<file path="config.mk">
export PLATFORM = sky130hd
export DESIGN_NAME = pmic_control_flag_enable_regs
export DESIGN_NICKNAME = d
export VERILOG_FILES = /design/src/pmic_regs_pkg.sv /design/src/pmic_control_flag_enable_regs.sv /design/src/wake_flag_capture.sv
export VERILOG_INCLUDE_DIRS = /design/src
export SDC_FILE = /design/constraint.sdc
export NUM_CORES = 1
export LEC_CHECK = 0
export BUFFER_PORTS_ARGS = -buffer_cell sky130_fd_sc_hd__buf_2
export CORE_ASPECT_RATIO = 1.75
export CORE_MARGIN = 5
export CORE_UTILIZATION = 45
export DETAILED_ROUTE_END_ITERATION = 16
export PLACE_DENSITY = 0.78
export SETUP_SLACK_MARGIN = 0.02
export SYNTH_ARGS = -nofsm -noshare
export SYNTH_HDL_FRONTEND = slang
export SYNTH_SLANG_ARGS = --single-unit
</file>
<file path="constraint.sdc">
create_clock -name mclk_i -period 1.8 [get_ports mclk_i]
set_input_delay 0.18 -clock mclk_i [delete_from_list [all_inputs] [get_ports mclk_i]]
set_output_delay 0.18 -clock mclk_i [all_outputs]
set_load 0.005 [all_outputs]
</file>
<file path="src/pmic_regs_cfg.svh">
`ifndef PMIC_REGS_CFG_SVH
`define PMIC_REGS_CFG_SVH
// ----------------------------------------
// Register subaddresses
// ----------------------------------------
`define ADDR_CONTROL     8'h06
`define ADDR_WAKE_FLAGS  8'h07
`define ADDR_UNLOCK      8'h10
`define ADDR_CONV_EN     8'h11
`define ADDR_SW_EN       8'h12
// ----------------------------------------
// Reset values and masks
// ----------------------------------------
`define RST_CONTROL      8'h00
`define RST_WAKE_FLAGS   8'h00
`define RST_CONV_EN      8'h00
`define RST_SW_EN        8'h00
`define UNLOCK_READ_VAL  8'h00
`define MASK_CONTROL     8'h03
`define MASK_CONV_EN     8'h3f
`define MASK_SW_EN       8'h7f
// ----------------------------------------
// Field positions
// ----------------------------------------
`define BIT_COIN_TRIG    0
`define BIT_PF_SEL       1
`define BIT_BUCK5        4
`define BIT_BUCK6        5
`define BIT_LINREG       0
`define BIT_SWITCH1      1
`endif

</file>
<file path="src/pmic_regs_pkg.sv">
package pmic_regs_pkg;
    typedef enum logic [3:0] {
        PWR_OFF     = 4'b0001,
        PWR_ACTIVE  = 4'b0010,
        PWR_SUSPEND = 4'b0100,
        PWR_SHUTDN  = 4'b1000
    } pwr_state_t;
endpackage

</file>
<file path="src/pmic_control_flag_enable_regs.sv">
`timescale 1ns/1ps
`include "pmic_regs_cfg.svh"
// Notes on behaviour
// - Power-fail select 0 ignores comparator; 1 shuts all rails except bucks 5 and 6 off on trip while active or in suspend.
// - Writing 1 to coin trigger starts one measurement; bit self-clears; 0 ignored.
// - Wake flag register at 0x07, resets 0x00, read-only, eight rail flags.
// - Converter flag reads 0 after power-up from off or rail off in suspend.
// - Converter flag reads 1 only when rail stayed on through suspend.
// - General output flag mirrors its suspend enable after leaving suspend.
// - Linear regulator flag set only after suspend wake with regulator on.
// - Unlock register at 0x10 accepts byte writes to open protected access.
// - Reading unlock register always returns 0x00.
// - Converter enable register at 0x11, resets 0x00, writable only when unlocked.
// - Converter enable bits 7-6 read zero; bits 5-0 enable bucks 6..1.
// - Clearing buck 6 enable works only while fresh seal status is 0.
// - Clearing buck 5 enable works only while fresh seal status is 0.
// - Sequencer sets and clears bucks 1-5, switch 1 and linear regulator.
// - Switch enable register at 0x12, resets 0x00, writable only when unlocked.
// - Bit 7 reserved; 6-4 general outputs; 3-1 switches; 0 linear regulator.
// - Control register at 0x06, resets 0x00.
// - Fresh seal status 0 while intact, 1 once broken.
module pmic_control_flag_enable_regs (
    input  wire logic       mclk_i,
    input  wire logic       rst_n_i,
    input  wire logic [7:0] reg_addr_i,
    input  wire logic [7:0] reg_wdata_i,
    input  wire logic       reg_wr_i,
    input  wire logic       reg_rd_i,
    output logic      [7:0] reg_rdata_o,
    input  wire logic       unlock_ok_i,
    input  wire logic       fresh_seal_status_i,
    input  wire logic       power_fail_out_n_i,
    input  wire logic       seq_update_i,
    input  wire logic [5:0] seq_buck_on_i,
    input  wire logic       seq_switch1_on_i,
    input  wire logic       seq_linreg_on_i,
    input  wire logic       enter_suspend_i,
    input  wire logic       wake_i,
    output logic      [7:0] unlock_code_o,
    output logic            unlock_wr_o,
    output logic            coin_measure_start_o,
    output logic            power_fail_shutdown_o,
    output logic            power_fail_shutdown_sel_o,
    output logic      [5:0] buck_on_o,
    output logic      [2:0] gen_out_level_o,
    output logic      [2:0] switch_on_o,
    output logic            linreg_on_o,
    output pmic_regs_pkg::pwr_state_t pwr_state_o
);
    // ----------------------------------------
    // State
    // ----------------------------------------
    typedef struct packed {
        logic [7:0]                control;
        logic [7:0]                conv_en;
        logic [7:0]                sw_en;
        logic [7:0]                rdata;
        logic [7:0]                unlock_code;
        logic                      unlock_wr;
        logic                      coin_start;
        logic                      pf_shutdown;
        pmic_regs_pkg::pwr_state_t pwr;
    } regs_state_t;

    regs_state_t st;
    regs_state_t next_st;
    logic [7:0]  wake_flags;
    logic        wake_from_susp;
    logic        wake_from_off;
    logic [7:0]  susp_on;
    logic        pf_trip;

    function automatic logic hit(input logic [7:0] a, input logic [7:0] b);
        hit = (a == b);
    endfunction

    // Snapshot of rail enables as held during suspend
    assign susp_on = {st.sw_en[6:4], st.sw_en[0], st.conv_en[3:0]};
    assign wake_from_susp = wake_i && (st.pwr == pmic_regs_pkg::PWR_SUSPEND);
    assign wake_from_off  = wake_i && (st.pwr == pmic_regs_pkg::PWR_OFF);

    // Live states only, so a held trip cannot pin us in shutdown
    assign pf_trip = st.control[`BIT_PF_SEL] && !power_fail_out_n_i
                     && (st.pwr == pmic_regs_pkg::PWR_ACTIVE || st.pwr == pmic_regs_pkg::PWR_SUSPEND);

    wake_flag_capture u_flags (
        .mclk_i           (mclk_i),
        .rst_n_i          (rst_n_i),
        .wake_from_off_i  (wake_from_off),
        .wake_from_susp_i (wake_from_susp),
        .susp_on_i        (susp_on),
        .flags_o          (wake_flags)
    );

    // ----------------------------------------
    // Next state
    // ----------------------------------------
    always_comb begin
        logic [7:0] wr;
        wr = reg_wdata_i;
        next_st = st;
        next_st.unlock_wr   = 1'b0;
        next_st.coin_start  = 1'b0;
        next_st.pf_shutdown = 1'b0;
        next_st.control[`BIT_COIN_TRIG] = 1'b0;

        if (reg_wr_i) begin
            if (hit(reg_addr_i, `ADDR_CONTROL)) begin
                next_st.control = wr & `MASK_CONTROL & ~8'h01;
                next_st.coin_start = wr[`BIT_COIN_TRIG];
            end else if (hit(reg_addr_i, `ADDR_UNLOCK)) begin
                next_st.unlock_code = wr;
                next_st.unlock_wr   = 1'b1;
            end else if (hit(reg_addr_i, `ADDR_CONV_EN) && unlock_ok_i) begin
                next_st.conv_en = wr & `MASK_CONV_EN;
                // Backup bucks stay on once the seal is broken
                if (fresh_seal_status_i && st.conv_en[`BIT_BUCK6]) begin
                    next_st.conv_en[`BIT_BUCK6] = 1'b1;
                end
                if (fresh_seal_status_i && st.conv_en[`BIT_BUCK5]) begin
                    next_st.conv_en[`BIT_BUCK5] = 1'b1;
                end
            end else if (hit(reg_addr_i, `ADDR_SW_EN) && unlock_ok_i) begin
                next_st.sw_en = wr & `MASK_SW_EN;
            end
        end

        // Sequencer has the last word over host writes
        if (seq_update_i) begin
            next_st.conv_en[4:0] = seq_buck_on_i[4:0];
            if (fresh_seal_status_i && st.conv_en[`BIT_BUCK5]) begin
                next_st.conv_en[`BIT_BUCK5] = 1'b1;
            end
            next_st.sw_en[`BIT_SWITCH1] = seq_switch1_on_i;
            next_st.sw_en[`BIT_LINREG]  = seq_linreg_on_i;
        end

        case (st.pwr)
            pmic_regs_pkg::PWR_OFF: begin
                if (wake_i) next_st.pwr = pmic_regs_pkg::PWR_ACTIVE;
            end
            pmic_regs_pkg::PWR_ACTIVE: begin
                if (enter_suspend_i) next_st.pwr = pmic_regs_pkg::PWR_SUSPEND;
            end
            pmic_regs_pkg::PWR_SUSPEND: begin
                if (wake_i) next_st.pwr = pmic_regs_pkg::PWR_ACTIVE;
            end
            pmic_regs_pkg::PWR_SHUTDN: begin
                next_st.pwr = pmic_regs_pkg::PWR_OFF;
            end
            default: begin
                next_st.pwr = pmic_regs_pkg::PWR_OFF;
            end
        endcase

        // Power-fail trip overrides host and sequencer enable updates and the state
        if (pf_trip) begin
            next_st.pf_shutdown = 1'b1;
            next_st.pwr = pmic_regs_pkg::PWR_SHUTDN;
            next_st.conv_en = st.conv_en & 8'h30;
            next_st.sw_en = 8'h00;
        end

        next_st.rdata = 8'h00;
        if (reg_rd_i) begin
            case (reg_addr_i)
                `ADDR_CONTROL:    next_st.rdata = st.control & `MASK_CONTROL;
                `ADDR_WAKE_FLAGS: next_st.rdata = wake_flags;
                `ADDR_UNLOCK:     next_st.rdata = `UNLOCK_READ_VAL;
                `ADDR_CONV_EN:    next_st.rdata = st.conv_en & `MASK_CONV_EN;
                `ADDR_SW_EN:      next_st.rdata = st.sw_en & `MASK_SW_EN;
                default:          next_st.rdata = 8'h00;
            endcase
        end
    end

    always_ff @(posedge mclk_i or negedge rst_n_i) begin
        if (!rst_n_i) begin
            st.control     <= `RST_CONTROL;
            st.conv_en     <= `RST_CONV_EN;
            st.sw_en       <= `RST_SW_EN;
            st.rdata       <= 8'h00;
            st.unlock_code <= 8'h00;
            st.unlock_wr   <= 1'b0;
            st.coin_start  <= 1'b0;
            st.pf_shutdown <= 1'b0;
            st.pwr         <= pmic_regs_pkg::PWR_OFF;
        end else begin
            st <= next_st;
        end
    end

    // ----------------------------------------
    // Outputs
    // ----------------------------------------
    assign reg_rdata_o               = st.rdata;
    assign unlock_code_o             = st.unlock_code;
    assign unlock_wr_o               = st.unlock_wr;
    assign coin_measure_start_o      = st.coin_start;
    assign power_fail_shutdown_o     = st.pf_shutdown;
    assign power_fail_shutdown_sel_o = st.control[`BIT_PF_SEL];
    assign buck_on_o                 = st.conv_en[5:0];
    assign gen_out_level_o           = st.sw_en[6:4];
    assign switch_on_o               = st.sw_en[3:1];
    assign linreg_on_o               = st.sw_en[`BIT_LINREG];
    assign pwr_state_o               = st.pwr;

    // ----------------------------------------
    // Checks: power-fail path
    // ----------------------------------------
    a_pf_trip_off: assert property (@(posedge mclk_i) disable iff (!rst_n_i)
        pf_trip
        |=> power_fail_shutdown_o && buck_on_o[3:0] == 4'h0
        ##1 pwr_state_o == pmic_regs_pkg::PWR_OFF)
        else $error("power-fail trip did not shut down");

    a_pf_rails_off: assert property (@(posedge mclk_i) disable iff (!rst_n_i)
        pf_trip
        |=> switch_on_o == 3'b000 && !linreg_on_o && gen_out_level_o == 3'b000)
        else $error("power-fail trip left switches or outputs on");

    a_pf_ignored: assert property (@(posedge mclk_i) disable iff (!rst_n_i)
        !st.control[1]
        |=> !power_fail_shutdown_o)
        else $error("power-fail acted while not selected");

    a_shutdn_exit: assert property (@(posedge mclk_i) disable iff (!rst_n_i)
        pwr_state_o == pmic_regs_pkg::PWR_SHUTDN
        |=> pwr_state_o == pmic_regs_pkg::PWR_OFF)
        else $error("shutdown did not reach off");

    // ----------------------------------------
    // Checks: control, unlock and wake flags
    // ----------------------------------------
    a_coin_pulse: assert property (@(posedge mclk_i) disable iff (!rst_n_i)
        reg_wr_i && reg_addr_i == 8'h06 && reg_wdata_i[0]
        |=> coin_measure_start_o ##1 !coin_measure_start_o)
        else $error("coin trigger not a single pulse");

    a_coin_no_zero: assert property (@(posedge mclk_i) disable iff (!rst_n_i)
        !(reg_wr_i && reg_addr_i == 8'h06 && reg_wdata_i[0])
        |=> !coin_measure_start_o)
        else $error("coin measurement started without a trigger write");

    a_coin_selfclr: assert property (@(posedge mclk_i) disable iff (!rst_n_i)
        st.control[0] == 1'b0)
        else $error("coin trigger bit did not self clear");

    a_unlock_reads: assert property (@(posedge mclk_i) disable iff (!rst_n_i)
        reg_rd_i && reg_addr_i == 8'h10
        |=> reg_rdata_o == 8'h00)
        else $error("unlock register read nonzero");

    a_unlock_strobe: assert property (@(posedge mclk_i) disable iff (!rst_n_i)
        reg_wr_i && reg_addr_i == 8'h10
        |=> unlock_wr_o && unlock_code_o == $past(reg_wdata_i))
        else $error("unlock byte not passed on");

    a_flags_read: assert property (@(posedge mclk_i) disable iff (!rst_n_i)
        reg_rd_i && reg_addr_i == 8'h07
        |=> reg_rdata_o == $past(wake_flags))
        else $error("wake flag read did not return the flags");

    a_flags_ro: assert property (@(posedge mclk_i) disable iff (!rst_n_i)
        reg_wr_i && reg_addr_i == 8'h07 && !wake_i
        |=> $stable(wake_flags))
        else $error("write changed the wake flags");

    // ----------------------------------------
    // Checks: enable registers
    // ----------------------------------------
    a_locked_write: assert property (@(posedge mclk_i) disable iff (!rst_n_i)
        reg_wr_i && reg_addr_i == 8'h11 && !unlock_ok_i && !seq_update_i && !pf_trip
        |=> $stable(buck_on_o))
        else $error("locked write changed converter enables");

    a_locked_sw: assert property (@(posedge mclk_i) disable iff (!rst_n_i)
        reg_wr_i && reg_addr_i == 8'h12 && !unlock_ok_i && !seq_update_i && !pf_trip
        |=> $stable({gen_out_level_o, switch_on_o, linreg_on_o}))
        else $error("locked write changed switch enables");

    a_buck6_keep: assert property (@(posedge mclk_i) disable iff (!rst_n_i)
        buck_on_o[5] && fresh_seal_status_i
        |=> buck_on_o[5])
        else $error("backup buck 6 cleared with seal broken");

    a_buck5_keep: assert property (@(posedge mclk_i) disable iff (!rst_n_i)
        buck_on_o[4] && fresh_seal_status_i
        |=> buck_on_o[4])
        else $error("backup buck 5 cleared with seal broken");

    a_reserved_zero: assert property (@(posedge mclk_i) disable iff (!rst_n_i)
        st.conv_en[7:6] == 2'b00 && st.sw_en[7] == 1'b0 && st.control[7:2] == 6'h00)
        else $error("reserved bits set");

    a_seq_switch1: assert property (@(posedge mclk_i) disable iff (!rst_n_i)
        seq_update_i && !pf_trip
        |=> switch_on_o[0] == $past(seq_switch1_on_i) && linreg_on_o == $past(seq_linreg_on_i))
        else $error("sequencer did not update switch 1");

    a_seq_bucks: assert property (@(posedge mclk_i) disable iff (!rst_n_i)
        seq_update_i && !pf_trip
        |=> buck_on_o[3:0] == $past(seq_buck_on_i[3:0]))
        else $error("sequencer did not update bucks 1 to 4");

    c_coin_start: cover property (@(posedge mclk_i) coin_measure_start_o);
    c_pf_shutdown: cover property (@(posedge mclk_i) power_fail_shutdown_o);
    c_susp_wake: cover property (@(posedge mclk_i) wake_from_susp ##1 wake_flags != 8'h00);
    c_seq_update: cover property (@(posedge mclk_i) seq_update_i && !pf_trip);
    c_locked_try: cover property (@(posedge mclk_i) reg_wr_i && reg_addr_i == 8'h11 && !unlock_ok_i);
endmodule

</file>
<file path="src/wake_flag_capture.sv">
`timescale 1ns/1ps
`include "pmic_regs_cfg.svh"
module wake_flag_capture (
    input  wire logic       mclk_i,
    input  wire logic       rst_n_i,
    input  wire logic       wake_from_off_i,
    input  wire logic       wake_from_susp_i,
    input  wire logic [7:0] susp_on_i,
    output logic      [7:0] flags_o
);
    typedef struct packed {
        logic [7:0] flags;
    } flag_state_t;

    flag_state_t st;
    flag_state_t next_st;

    always_comb begin
        next_st = st;
        if (wake_from_off_i) begin
            next_st.flags = 8'h00;
        end else if (wake_from_susp_i) begin
            next_st.flags = susp_on_i;
        end
    end

    always_ff @(posedge mclk_i or negedge rst_n_i) begin
        if (!rst_n_i) begin
            st.flags <= `RST_WAKE_FLAGS;
        end else begin
            st <= next_st;
        end
    end

    assign flags_o = st.flags;

    a_flag_wake_susp: assert property (@(posedge mclk_i) disable iff (!rst_n_i)
        wake_from_susp_i && !wake_from_off_i |=> flags_o == $past(susp_on_i))
        else $error("wake flags not captured from suspend");
    a_flag_wake_off: assert property (@(posedge mclk_i) disable iff (!rst_n_i)
        wake_from_off_i |=> flags_o == 8'h00)
        else $error("wake flags not cleared on power-up from off");
endmodule

</file>
==> metrics.md <==
| Metric | Value |
|---|---|
| Final hold violation count | `0` |
| Flop2flop setup slack | `140 ps` |
| CP Data Required Time | `1970 ps` |
| ANT cells | `0` |
| DP Worst Slack | `80.4 ps` |
| Filler cell count | `434` |
| HPWL Detailed | `4.03 mm` |
| Cell row count | `33` |
| Final period util | `0.922` |
| WL per Instance | `15.7 µm` |
| Clock skew after layout | `5.53 ps` |
| Final Net Count | `307` |
| Startpoint types | `flop` |
| Combinational Power Share | `0.221` |
| Setup ws final | `140 ps` |
| Initial Util | `0.459` |
| Vias/cell | `5.45` |
| Setup Buffers After CTS | `0` |
| Net Switching | `749 µW` |
| Minimum clock period | `1660 ps` |
| WHS Endpoint | `pwr_state_o[1]` |
| Synth top area cells | `dfrtp_1 52%, mux2_4 5.7%, mux2i_1 5.2%` |
| Commonest non-fill, non-tap cell in the layout | `buf_2` |
| CTS tree | `yes` |
| Post-synthesis cell area | `2120 µm²` |
| Sequential fraction of the synthesis area | `0.531` |
| FF-to-FF path depth | `5` |
| Reg power frac | `0.512` |
| MaxCap Viol Count | `0` |
| Pint | `1.63 mW` |
| Finished Layout Cells | `326` |
| # H-tree levels | `2` |
| CTS root buf | `clkbuf_8` |
| Grt ovf | `0` |
| Post-synth top flop | `dfrtp_1` |
| 1st-pass router iterations | `4` |
| CP arrival | `1830 ps` |
| Clk slew on worst S/H paths | `90 ps` |
| Hold depth | `2` |
| Iter 0 DRT Violations | `41` |
| Crit. Startpoint | `pwr_state_o[2]` |
| Core Region | `4620 µm²` |
| Clock power share | `0.267` |
| Initial antenna violation count | `0` |
| RSZ-0062 raised after global routing | `false` |
| Distinct cells, synth | `43` |
| GRT Total Usage | `0.180` |
| Final Slew Violations | `0` |
| FF-to-FF Start | `pwr_state_o[2]` |
| Hold WC Path Type | `input port to flop` |
| Synthesized area per cell | `10.9 µm²` |
| Die W | `61.9 µm` |
| CTS max path bufs | `2` |
| Commonest non-fill, non-tap cells in the layout | `69 x buf_2, 44 x dfrtp_1, 23 x nand2_1, 20 x nor2_1, 12 x o21ai_0` |
| Async S/R FF share, synth | `1.00` |
| Setup_tns | `0 ps` |
| Status | `complete, no violations` |
| CTS Buf Count | `5` |
| Post-synth EDFFs | `0` |
| Sinks on Clock Net | `45` |
| Synth warnings | `0` |
| Hold_ws | `58.9 ps` |
| Fmax | `0.602 GHz` |
| First-pass GRT wire length | `8.38 mm` |
| Cells after Synth | `194` |
| Die ar. | `6250 µm²` |
| Largest net degree at the start of global routing | `23` |
| Switching Share | `0.314` |
| Die height | `101 µm` |
| Post-layout total power | `2.38 mW` |
| Worst-Skew Late Latency | `300 ps` |
| Synth Register Bits | `45` |
| DRT antenna net count | `0` |
| Pwr dens | `896 nW/µm²` |
| Placed insts | `317` |
| Worst-margin pin slew | `389 ps` |
| I/O pins | `71` |
| Crit end category | `flop` |
| # DRC | `0` |
| Worst reg2reg endpoint | `buck_on_o[2]` |
| Slew HR | `0.741` |
| Final setup violating endpoints | `0` |
| Vias in the first global route | `1769` |
| Setup CP Type | `flop to flop` |
| Startpoint of the worst hold path | `enter_suspend_i` |
| Via Count | `1778` |
| Area Overhead vs Synth | `25.3%` |
| Total Wirelength | `5.11 mm` |
| Top cell type's share of synthesized area | `0.519` |
| Pleak | `1.36 nW` |
| Post-Synthesis Net Count | `228` |
| GPL Wtd Cong | `0.813` |
| Peak VDD IR | `692 µV` |
| Port Buffer Count | `69` |
| Proportion of layout cells with a drive suffix above 1 | `0.372` |
| Post-synth top area cell | `dfrtp_1` |
| CP max FO | `8` |
==> final cells by class <==
type                    instances  area [µm²]  share of cell area
multi-input cells             132         907               0.341
clock inverters                 3        21.3             0.00799
inverters                       8        33.8              0.0127
well taps                      52        65.1              0.0244
flip-flops and latches         45        1130               0.424
clock buffers                   5        68.8              0.0259
repair buffers                 81         438               0.165
==> critical path, stage by stage (launching register included) <==
cell        delay [ps]
dfrtp_1            450
xnor2_1            160
or4_4              530
clkinvlp_4         160
buf_4              180
a211oi_1            60
==> registers in the layout, summed over array words and instances (netlist names) <==
name                       flops
coin_measure_start_o           1
linreg_on_o                    1
gen_out_level_o                3
u_flags.flags_o                8
switch_on_o                    3
power_fail_shutdown_sel_o      1
unlock_code_o                  8
reg_rdata_o                    8
buck_on_o                      6
unlock_wr_o                    1
pwr_state_o                    4
power_fail_shutdown_o          1
==> cells by family after synthesis <==
family,count (synthesis),share of synthesized area
AND/OR/NAND/NOR,70,0.177
flip-flops,45,0.531
AO/OA/AOI/OAI,41,0.132
multiplexers,20,0.114
buffers and inverters,17,0.0418
XOR/XNOR,1,0.00413
==> power by group through the flow <==
stage,Combinational [mW],Sequential (mW),Clock [mW]
6_report,0.526,1.22,0.637
5_1_grt,0.597,1.24,0.704
4_1_cts,0.533,1.22,0.655
3_5_place_dp,0.529,1.24,0
3_3_place_gp,0.516,1.24,0
2_1_floorplan,0.311,1.23,0
==> through the flow <==
| step | cell area, µm² | util |
|---|---|---|
| final | 2660 | 0.575 |
| after global routing | 2660 | 0.575 |
| after CTS | 2660 | 0.575 |
| after detailed placement | 2560 | 0.553 |
| after global placement | 2560 | 0.553 |
| after floorplan | 2120 | - |
==> what timing repair did <==
action                                 4_1_cts  5_1_grt
hold buffers                                 1        0
resized for setup                            0        1
setup endpoints to repair                    0        8
endpoints found under the hold margin       45        0
==> cell usage after synthesis (2+ instances only) <==
library cell / instances
dfrtp_1: 44
nand2_1: 23
nor2_1: 20
o21ai_0: 12
mux2i_1: 11
inv_1: 8
mux2_4: 8
a211oi_1: 6
a22o_1: 5
a22oi_1: 5
nor2b_1: 5
a21oi_1: 3
and2_1: 3
clkbuf_1: 3
nand2b_1: 3
a31oi_1: 2
a32oi_1: 2
and3_1: 2
buf_4: 2
buf_6: 2
nand3_1: 2
o211ai_1: 2
==> per-layer routing <==
layer  track usage  vias to the layer above  routed length [µm]
met5             0                        -                   0
met4        0.0833                        0                 125
met3        0.0423                       10                 264
met2         0.311                       48                2910
met1         0.200                      873                1810
li1              -                      847                   -
==> worst max path at each step <==
stage | cells past startpoint | end
after floorplan | 5 | buck_on_o[0]
after global placement | 5 | buck_on_o[0]
after detailed placement | 5 | buck_on_o[2]
after CTS | 5 | buck_on_o[2]
after global routing | 5 | buck_on_o[5]
final | 5 | buck_on_o[2]
No activity file was read; power rests on OpenSTA's default activity.
